--- config.mk ---
export PLATFORM = sky130hd
export DESIGN_NAME = ssa_top
export DESIGN_NICKNAME = d
export VERILOG_FILES = /design/src/shared/ssa_pkg.sv /design/src/shared/ssa_alu_if.sv /design/src/logic/ssa_top.sv /design/src/logic/ssa_alu.sv
export SDC_FILE = /design/constraint.sdc
export NUM_CORES = 1
export LEC_CHECK = 0
export BUFFER_PORTS_ARGS = -buffer_cell sky130_fd_sc_hd__buf_2
export CAP_MARGIN = 20
export CORE_ASPECT_RATIO = 1.4
export CORE_UTILIZATION = 55
export DETAILED_ROUTE_END_ITERATION = 16
export HOLD_SLACK_MARGIN = 0.1
export PLACE_DENSITY = 0.72
export SYNTH_ARGS = -nofsm -noshare
export SYNTH_HDL_FRONTEND = slang
export SYNTH_SLANG_ARGS = --single-unit
--- constraint.sdc ---
create_clock -name hclk -period 4.4 [get_ports hclk]
set_input_delay 0.88 -clock hclk [delete_from_list [all_inputs] [get_ports hclk]]
set_output_delay 0.88 -clock hclk [all_outputs]
set_load 0.005 [all_outputs]
--- src/shared/ssa_pkg.sv ---
// Constants, offsets and types of the subtract/swap arithmetic slice.
// Assumes one AHB-Lite master and word-wide single transfers only.
package ssa_pkg;

	// Register byte offsets
	localparam logic [7:0]  OFF_ACC       = 8'h00;
	localparam logic [7:0]  OFF_FLAGS     = 8'h04;
	localparam logic [7:0]  OFF_CMD       = 8'h08;
	localparam logic [7:0]  OFF_MEM       = 8'h40;

	// Flag bit positions in the flags register
	localparam int          FLAG_C        = 0;
	localparam int          FLAG_AC       = 1;
	localparam int          FLAG_Z        = 2;
	localparam int          FLAG_OV       = 3;

	// Command word fields
	localparam int          CMD_OP_LSB    = 0;
	localparam int          CMD_ADDR_LSB  = 8;
	localparam int          CMD_IMM_LSB   = 16;

	// Values after reset
	localparam logic [7:0]  ACC_RST       = 8'h00;
	localparam logic [3:0]  FLAGS_RST     = 4'h0;
	localparam logic [31:0] CMD_RST       = 32'h00000000;
	localparam logic [7:0]  MEM_RST       = 8'h00;
	localparam logic [31:0] RDATA_RST     = 32'h00000000;

	// Bus encodings
	localparam logic [1:0]  HTRANS_NONSEQ = 2'h2;
	localparam logic        HRESP_OKAY    = 1'h0;

	typedef enum logic [1:0] {
		OP_SUB_MEM,
		OP_SUB_TO_MEM,
		OP_SUB_IMM,
		OP_SWAP
	} ssa_op_t;

endpackage : ssa_pkg

--- src/shared/ssa_alu_if.sv ---
// Operand and result bundle between the register core and the ALU.
// Assumes the ALU is purely combinational.
`timescale 1ns/1ns
interface ssa_alu_if;
	ssa_pkg::ssa_op_t op;
	logic [7:0]       accumulator_reg;
	logic [7:0]       operand;
	logic [7:0]       result;
	logic [3:0]       flags;
	logic             wr_acc;
	logic             wr_mem;
	logic             wr_flags;

	modport alu (
		input  op,
		input  accumulator_reg,
		input  operand,
		output result,
		output flags,
		output wr_acc,
		output wr_mem,
		output wr_flags
	);

	modport core (
		output op,
		output accumulator_reg,
		output operand,
		input  result,
		input  flags,
		input  wr_acc,
		input  wr_mem,
		input  wr_flags
	);
endinterface : ssa_alu_if

--- src/logic/ssa_top.sv ---
// AHB-Lite register front end, accumulator, flags and data memory
// of the subtract/swap slice.
// Assumes a single master; hready is this slave's own hreadyout.
//
// The implementer's own choices: the AHB-Lite interface to the registers and the register offsets.
`timescale 1ns/1ns

module ssa_top #(
	parameter int MEM_DEPTH = 16
) (
	input  wire logic        hclk,
	input  wire logic        hresetn,
	input  wire logic        hsel,
	input  wire logic [31:0] haddr,
	input  wire logic [1:0]  htrans,
	input  wire logic        hwrite,
	input  wire logic [2:0]  hsize,
	input  wire logic [31:0] hwdata,
	input  wire logic        hready,
	output logic             hreadyout,
	output logic             hresp,
	output logic [31:0]      hrdata
);
	localparam int MIW = (MEM_DEPTH > 1) ? $clog2(MEM_DEPTH) : 1;

	typedef struct packed {
		logic                        ready;
		logic                        resp;
		logic [31:0]                 rdata;
		logic                        pend_wr;
		logic                        pend_rd;
		logic [7:0]                  addr;
		logic [7:0]                  accumulator_reg;
		logic [3:0]                  flags;
		logic [31:0]                 cmd;
		logic [MEM_DEPTH-1:0][7:0]   mem;
	} ssa_state_t;

	ssa_state_t  s_q;
	ssa_state_t  s_d;

	ssa_alu_if   alu_bus ();

	logic [7:0]     mem_off;
	logic [5:0]     word_idx;
	logic           in_mem;
	logic [MIW-1:0] mem_idx;
	logic [MIW-1:0] cmd_idx;
	logic [7:0]     cmd_imm;
	logic           cmd_go;
	logic           accept;
	logic           nonseq;
	logic [1:0]     cmd_op;
	logic           mem_aligned;
	logic           sel_acc;
	logic           sel_flags;
	logic           sel_cmd;
	logic           sel_mem;
	logic           wr_acc_bus;
	logic           wr_flags_bus;
	logic           wr_cmd_bus;
	logic           wr_mem_bus;
	logic           cmd_in_range;
	logic           res_to_acc;
	logic           res_to_mem;
	logic           res_to_flags;
	logic [7:0]     operand_mem;
	logic [7:0]     wr_byte;
	logic [3:0]     wr_nibble;
	logic [31:0]    rd_acc_word;
	logic [31:0]    rd_flags_word;
	logic [31:0]    rd_mem_word;

	ssa_alu i_ssa_alu (
		.u (alu_bus.alu)
	);

	// Decode of the latched data-phase address
	assign mem_off  = s_q.addr - ssa_pkg::OFF_MEM;
	assign word_idx = mem_off[7:2];
	// An unaligned offset inside the memory window would alias a byte
	assign mem_aligned = (mem_off[1:0] == 2'h0);
	assign in_mem   = (s_q.addr >= ssa_pkg::OFF_MEM)
		&& (32'(word_idx) < MEM_DEPTH) && mem_aligned;
	assign mem_idx  = word_idx[MIW-1:0];

	// One select per register; at most one is high for any offset
	assign sel_acc   = (s_q.addr == ssa_pkg::OFF_ACC);
	assign sel_flags = (s_q.addr == ssa_pkg::OFF_FLAGS);
	assign sel_cmd   = (s_q.addr == ssa_pkg::OFF_CMD);
	assign sel_mem   = in_mem;

	// Bus write strobes, live in a write data phase only
	assign wr_acc_bus   = s_q.pend_wr && sel_acc;
	assign wr_flags_bus = s_q.pend_wr && sel_flags;
	assign wr_cmd_bus   = s_q.pend_wr && sel_cmd;
	assign wr_mem_bus   = s_q.pend_wr && sel_mem;

	// Accumulator and memory keep the low byte of a written word, flags the low nibble; the command register keeps the whole word
	assign wr_byte   = hwdata[7:0];
	assign wr_nibble = hwdata[3:0];

	// Read words, zero above the stored bits
	assign rd_acc_word   = {24'h000000, s_q.accumulator_reg};
	assign rd_flags_word = {28'h0000000, s_q.flags};
	assign rd_mem_word   = {24'h000000, s_q.mem[mem_idx]};

	// Command fields come straight from the write data
	assign cmd_idx  = hwdata[ssa_pkg::CMD_ADDR_LSB +: MIW];
	assign cmd_imm  = hwdata[ssa_pkg::CMD_IMM_LSB +: 8];
	assign cmd_op   = hwdata[ssa_pkg::CMD_OP_LSB +: 2];
	assign cmd_go   = wr_cmd_bus;

	// An index past the last byte reads as zero and stores nothing,
	// so a depth that is not a power of two cannot alias a byte
	assign cmd_in_range = (32'(cmd_idx) < MEM_DEPTH);
	assign operand_mem  = cmd_in_range ? s_q.mem[cmd_idx] : 8'h00;

	assign nonseq   = (htrans == ssa_pkg::HTRANS_NONSEQ);
	assign accept   = hsel && hready && nonseq;

	assign alu_bus.op = ssa_pkg::ssa_op_t'(cmd_op);
	assign alu_bus.accumulator_reg = s_q.accumulator_reg;

	assign alu_bus.operand = (alu_bus.op == ssa_pkg::OP_SUB_IMM)
		? cmd_imm : operand_mem;

	// Results land only in the data phase of a command write
	assign res_to_acc   = cmd_go && alu_bus.wr_acc;
	assign res_to_mem   = cmd_go && alu_bus.wr_mem && cmd_in_range;
	assign res_to_flags = cmd_go && alu_bus.wr_flags;

	always_comb begin
		s_d      = s_q;
		s_d.resp = ssa_pkg::HRESP_OKAY;

		// Write data phase; unmapped offsets are ignored
		if (s_q.pend_wr) begin
			s_d.pend_wr = 1'b0;
		end
		if (wr_acc_bus) begin
			s_d.accumulator_reg = wr_byte;
		end
		if (wr_flags_bus) begin
			s_d.flags = wr_nibble;
		end
		if (wr_cmd_bus) begin
			s_d.cmd = hwdata;
		end
		if (wr_mem_bus) begin
			s_d.mem[mem_idx] = wr_byte;
		end

		if (res_to_acc) begin
			s_d.accumulator_reg = alu_bus.result;
		end
		if (res_to_mem) begin
			s_d.mem[cmd_idx] = alu_bus.result;
		end
		if (res_to_flags) begin
			s_d.flags = alu_bus.flags;
		end

		// Read data phase: one wait state so hrdata comes from a flop
		if (s_q.pend_rd) begin
			s_d.pend_rd = 1'b0;
			s_d.ready   = 1'b1;
			s_d.rdata   = ssa_pkg::RDATA_RST;
			if (sel_acc) begin
				s_d.rdata = rd_acc_word;
			end else if (sel_flags) begin
				s_d.rdata = rd_flags_word;
			end else if (sel_cmd) begin
				s_d.rdata = s_q.cmd;
			end else if (sel_mem) begin
				s_d.rdata = rd_mem_word;
			end
		end

		// Address phase; hsize is not checked, only words are expected
		if (accept) begin
			s_d.addr    = haddr[7:0];
			s_d.pend_wr = hwrite;
			s_d.pend_rd = ~hwrite;
			if (!hwrite) begin
				s_d.ready = 1'b0;
			end
		end
	end

	// All state sits in one struct, so reset and update stay in step
	always_ff @(posedge hclk or negedge hresetn) begin
		if (!hresetn) begin
			s_q.ready           <= 1'b1;
			s_q.resp            <= ssa_pkg::HRESP_OKAY;
			s_q.rdata           <= ssa_pkg::RDATA_RST;
			s_q.pend_wr         <= 1'b0;
			s_q.pend_rd         <= 1'b0;
			s_q.addr            <= 8'h00;
			s_q.accumulator_reg <= ssa_pkg::ACC_RST;
			s_q.flags           <= ssa_pkg::FLAGS_RST;
			s_q.cmd             <= ssa_pkg::CMD_RST;
			s_q.mem             <= {MEM_DEPTH{ssa_pkg::MEM_RST}};
		end else begin
			s_q <= s_d;
		end
	end

	// Outputs come straight from the state flops
	assign hreadyout = s_q.ready;
	assign hresp     = s_q.resp;
	assign hrdata    = s_q.rdata;

endmodule : ssa_top

--- src/logic/ssa_alu.sv ---
// Combinational subtract and nibble-swap unit.
// Assumes the core picks the operand and applies the write enables.
`timescale 1ns/1ns
module ssa_alu (
	ssa_alu_if.alu u
);
	logic [8:0] diff;
	logic [4:0] half;

	always_comb begin
		diff       = {1'b0, u.accumulator_reg} - {1'b0, u.operand};
		half       = {1'b0, u.accumulator_reg[3:0]} - {1'b0, u.operand[3:0]};
		u.result   = diff[7:0];
		u.flags    = '0;
		u.wr_acc   = 1'b0;
		u.wr_mem   = 1'b0;
		u.wr_flags = 1'b1;
		u.flags[ssa_pkg::FLAG_C]  = ~diff[8];
		u.flags[ssa_pkg::FLAG_AC] = ~half[4];
		u.flags[ssa_pkg::FLAG_Z]  = (diff[7:0] == 8'h00);
		u.flags[ssa_pkg::FLAG_OV] = (u.accumulator_reg[7] ^ u.operand[7])
			& (u.accumulator_reg[7] ^ diff[7]);
		case (u.op)
			ssa_pkg::OP_SUB_MEM: begin
				u.wr_acc = 1'b1;
			end
			ssa_pkg::OP_SUB_TO_MEM: begin
				u.wr_mem = 1'b1;
			end
			ssa_pkg::OP_SUB_IMM: begin
				u.wr_acc = 1'b1;
			end
			ssa_pkg::OP_SWAP: begin
				u.result   = {u.operand[3:0], u.operand[7:4]};
				u.wr_mem   = 1'b1;
				u.wr_flags = 1'b0;
			end
			default: begin
				u.wr_flags = 1'b0;
			end
		endcase
	end
endmodule : ssa_alu

# After elaboration in Yosys (flattened, before gate mapping)

Cells that the tools add are included.

Add/sub/neg operators: 3
$lt $le $gt $ge: 6
Eq/ne operators: 6
Multiplexer cells: 29
Bitwise gates (word level): 6
Reduce and logical (&&, ||, !) cells: 21

Operators with widths:

| kind                | count |
|---|---|
| $bwmux 128          | 2 |
| $mux 128            | 2 |
| $mux 32             | 3 |
| $mux 8              | 9 |
| $bmux 8 s4          | 2 |
| $demux 8 s4         | 2 |
| $logic_not 8->1     | 2 |
| $logic_and 1x1->1   | 13 |
| $lt 4x5->1 const B  | 2 |
| $mux 10             | 1 |
| $sub 8x8->9         | 1 |
| $eq 8x3->1 const B  | 1 |
| $eq 8x4->1 const B  | 1 |
| $ge 4x1->1 const B  | 2 |
| $ge 8x7->1 const B  | 1 |
| $mux 4              | 2 |
| $sub 8x7->8 const B | 1 |
| $eq 2x2->1 const B  | 3 |
| $lt 6x5->1 const B  | 1 |
| $mux 1              | 6 |
| $sub 4x4->5         | 1 |
| $logic_not 2->1     | 2 |
| $reduce_bool 2->1   | 2 |
| $reduce_or 2->1     | 2 |
| 4 further kinds     | 7 |

Register bits after elaboration: 215
Input bits: 74
Output and inout bits: 34
Logic and storage cells: 95

# Logic depth before layout (Yosys ltp)

Word-level depth: 9
Depth in mapped cells: 19
Gate-level depth less buffers: 13

# Modules after synthesis

A second synthesis with hierarchy kept.

Cells, all modules: 1197
Area, all modules: 12523.3 µm²

By module, submodules not included:

| module  | times used | cells an instance | area each (µm²) | seq. area each (µm²) |
|---|---|---|---|---|
| ssa_top | 1          | 1119              | 12010.3         | 5381.4 |
| ssa_alu | 1          | 78                | 513.0           | 0.0 |

# Worst setup path after synthesis

Ideal clock, no wire load.

Path kind: in2reg
From: input hwdata[8]
To: register s_q[79] (netlist bit)
Library setup time: 131 ps
Arrival: 3979 ps
Required time: 4269 ps
Path slack: 289 ps
Cell stages on the path: 17
Path buffers: 5
Cells stage by stage: buf_6 > buf_12 > buf_12 > mux4_2 > a211o_1 > nand2_1 > nor2_1 > a21oi_1 > ha_1 > clkbuf_1 > a21oi_1 > nand2_1 > a31oi_1 > o21ai_0 > a211oi_4 > buf_6 > a21oi_1

RTL lines:

| item        | line          | source |
|---|---|---|
| from (decl) | ssa_top.sv:18 | `input wire logic [31:0] hwdata,` |
| to (decl)   | ssa_top.sv:39 | `ssa_state_t s_q;` |

# Final worst setup path

From: input hwdata[8]
To: register s_q (netlist bit rd_flags_word[2])

Cells in the longest elaborated chain, start to end: 6

RTL lines:

| item                         | line           | source |
|---|---|---|
| $bmux 8 s4                   | ssa_top.sv:117 | `assign operand_mem = cmd_in_range ? s_q.mem[cmd_idx] : 8'h00;` |
| $mux 8 (implied by the code) | ssa_top.sv:117 |  |
| $mux 8                       | ssa_top.sv:126 | `? cmd_imm : operand_mem;` |
| $sub 8x8->9                  | ssa_alu.sv:11  | `diff = {1'b0, u.accumulator_reg} - {1'b0, u.operand};` |
| $logic_not 8->1              | ssa_alu.sv:20  | `u.flags[ssa_pkg::FLAG_Z] = (diff[7:0] == 8'h00);` |
| $mux 4                       | ssa_top.sv:160 | `if (res_to_flags) begin` |

No other way between the ends. The select of a mux whose other input is x is not followed.
A chain may end at the register's enable or synchronous reset.

==> reports/qor.csv <==
stage;metric;value;unit
status;status;complete, no violations;
clocking;clk_pin_slew_worst_paths;70;ps
layout;n_fill_cell;1857;
detailed_routing;viasPerCell;6.29;
logic_synthesis;ys_ff_latch;215;
layout;multi_input_area;0.00696;mm^2
layout;finalInstanceArea;0.0146;mm^2
power_and_ir_drop;p_switching;1.77;mW
setup_path;worst_setup_path_end_kind;register;
detailed_routing;routed_wl;36900;um
place;port_buffers;79;
worst_hold_path;hold_class;in -> async;
clocking;cts.repair.resized;0;
power_and_ir_drop;clkPwrFrac;0.348;
power_and_ir_drop;p_seq_frac;0.403;
logic_synthesis;synth-edff-count;0;
setup_path;worstSetupStartpointType;input pin;
detailed_routing;drc;0;
sta;slew_headroom;0.319;
setup_path;slowest_stage;mux4_2;
sta;maxSlewViolCount;0;
grt;antenna_found_initial;0;
logic_synthesis;syn_nets;1269;
layout;area.growth.synth_to_final;10.4;%
logic_synthesis;async_reset_ff_frac;1.00;
setup_path;critPathTopFamily;compound AO/OA/AOI/OAI gates;
sta;grt_setup_unrepaired;no;
clocking;cts.sinks;215;
sta;fin_crit;3910;ps
clocking;cts_buffers;22;
logic_synthesis;ys.flop_type;dfrtp_1;
place;dp_hpwl;26300;um
die;fp.dieArea;0.0246;mm^2
power_and_ir_drop;pwr-share-comb;0.249;
logic_synthesis;synthTopCellsByArea;dfrtp_1 (41%), mux2_2 (11%), mux2i_1 (8.4%);
power_and_ir_drop;vdd_drop_max;0.000319;V
power_and_ir_drop;power_switching_share;0.314;
logic_synthesis;syn_inst;1185;
layout;seq_area;0.00538;mm^2
setup_path;path_cells;buf_2, buf_4, mux4_2, mux2i_1, mux2_2, nor2_1, a21oi_1, ha_1, o21ai_0, a31oi_1, buf_4, nor2_1, nand2_1, a2111o_1, o21ai_0;
logic_synthesis;synth_area;0.0132;mm^2
layout;diodes;0;
setup_path;path_class;in -> reg;
sta;tightest_slew;1020;ps
detailed_routing;wl_per_cell;23.8;um
layout;fin_cells;1549;
power_and_ir_drop;leakage;6.48;nW
setup_path;critPathRequiredTime;4840;ps
die;ios;108;
grt;grt_pass1_vias;10100;
logic_synthesis;yosysUniqueCellTypes;66;
logic_synthesis;ys_warn_count;0;
sta;fmax;0.256;GHz
clocking;clk_path_buf_depth;3;
logic_synthesis;yosysTopAreaCellShare;0.406;
grt;grt_first_pass_wirelength;57800;um
sta;setup_viol;0;
power_and_ir_drop;p_int;3.87;mW
sta;period_share;0.889;
logic_synthesis;synth_seq_area_share;0.408;
detailed_routing;ant_nets;0;
place;dp.cells;1509;
clocking;clk_latency;520;ps
detailed_routing;dr.pass1.iters;5;
grt;grt_max_degree;110;
place;place_ws;-15.6;ps
die;die_h;185;um
clocking;root_buffer;clkbuf_16;
setup_path;crit_arrival;4350;ps
die;initial_core_util;0.564;
layout;largest_register_ffs;170;
grt;grt_util_all_layers;0.311;
grt;grt-ovfl-total;0;
die;coreArea;0.0234;mm^2
clocking;tritoncts;done;
layout;finalNetCount;1311;
clocking;post_cts_buffers;0;
setup_path;cpPeakStageDelay;490;ps
die;rows;66;
place;gp_congestion;0.899;
sta;hold_viol;0;
place;dpl_cell_area;0.0138;mm^2
clocking;ctsHoldBuffers;0;
layout;drive_above_1_share;0.315;
flow_run;drv_cap;0;
logic_synthesis;synth.most_common_cell;dfrtp_1;
clocking;cts-htree-levels;1;
logic_synthesis;synth.avg_cell_area;11.1;um^2
setup_path;critPathMaxFanout;9;
logic_synthesis;synth_area_leader_cell;dfrtp_1;
detailed_routing;num_vias;9742;
die;die_w;133;um
sta;setup_ws;488;ps
detailed_routing;drt-initial-drc-count;696;
setup_path;crit_buf_inv;3;
power_and_ir_drop;p_per_area;387;mW/mm^2
sta;skew;13.6;ps
sta;timing.hold.ws;421;ps
logic_synthesis;ys_top_cells_by_count;dfrtp_1 (214), nor2_1 (133), mux2_2 (125);
-- power groups by stage --
stage,logic [mW],clock network (mW),registers (mW)
2_1_floorplan,0.975,0,2.19
3_3_place_gp,1.37,0,2.30
3_5_place_dp,1.39,0,2.30
4_1_cts,1.39,1.99,2.27
5_1_grt,1.50,2.07,2.29
6_report,1.40,1.96,2.27
-- worst paths after layout --
path / startpoint / slack (ps) / to / cells past startpoint
max: hwdata[8] / 490 / rd_flags_word[2] / 15
min: hresetn / 420 / s_q[157] / 1
max reg2reg: s_q[98] / 880 / rd_flags_word[2] / 14
min reg2reg: s_q[148] / 480 / hrdata[20] / 2
max in group asynchronous: hresetn / 3000 / s_q[143] / 2
min in group hclk: s_q[148] / 480 / hrdata[20] / 2
-- per-layer routing --
metal,vias to the layer above,global-route usage,part of all wire
met2,453,0.549,0.51
li1,4333,-,-
met1,4821,0.354,0.36
met3,135,0.0449,0.068
met4,0,0.194,0.064
met5,-,0,0
-- worst register-to-register path: cells and delay by family (launching register included) --
kind	cells	cell delay, ps
adder cells (fa/ha/maj)	1	240
AND/OR/NAND/NOR	4	480
flip-flops	1	400
multiplexers	3	1080
AO/OA/AOI/OAI	4	940
buffers and inverters	2	310
-- cell type report --
type,count,share of cell area
Clock buffer,31,0.0443
Clock inverter,9,0.00739
Inverter,34,0.00877
Multi-Input combinational cell,817,0.478
Sequential cell,215,0.370
Tap cell,306,0.0263
Timing Repair Buffer,137,0.0655
-- metrics by stage --
| step | util | TNS, ps | power [mW] |
|---|---|---|---|
| 2_1_floorplan | - | 0 | 3.17 |
| 3_3_place_gp | 0.591 | 0 | 3.67 |
| 3_5_place_dp | 0.591 | -15.6 | 3.69 |
| 4_1_cts | 0.623 | 0 | 5.65 |
| 5_1_grt | 0.623 | 0 | 5.85 |
| 6_report | 0.623 | 0 | 5.64 |
-- kinds of logic after synthesis --
group / count (synthesis) / share of synthesized area
compound gates: 207 / 0.0930
buf+inv: 153 / 0.0641
xor+xnor: 6 / 0.00399
other cells: 1 / 0.000284
simple gates: 293 / 0.114
fa+ha+maj: 10 / 0.0101
flops: 215 / 0.408
mux: 300 / 0.307
-- cell usage in the layout (no fill, tap or decap), types with 23 or more instances in the layout --
master and instances:
nand2_1 62, o21ai_0 45, mux2_2 125, mux2i_1 111
buf_2 78, clkbuf_16 23, inv_1 34, a21oi_1 103
dfrtp_1 212, mux4_2 41, buf_4 49, nor2_1 133
mux4_1 23
Note: power is estimated with default switching activity, not from simulation.
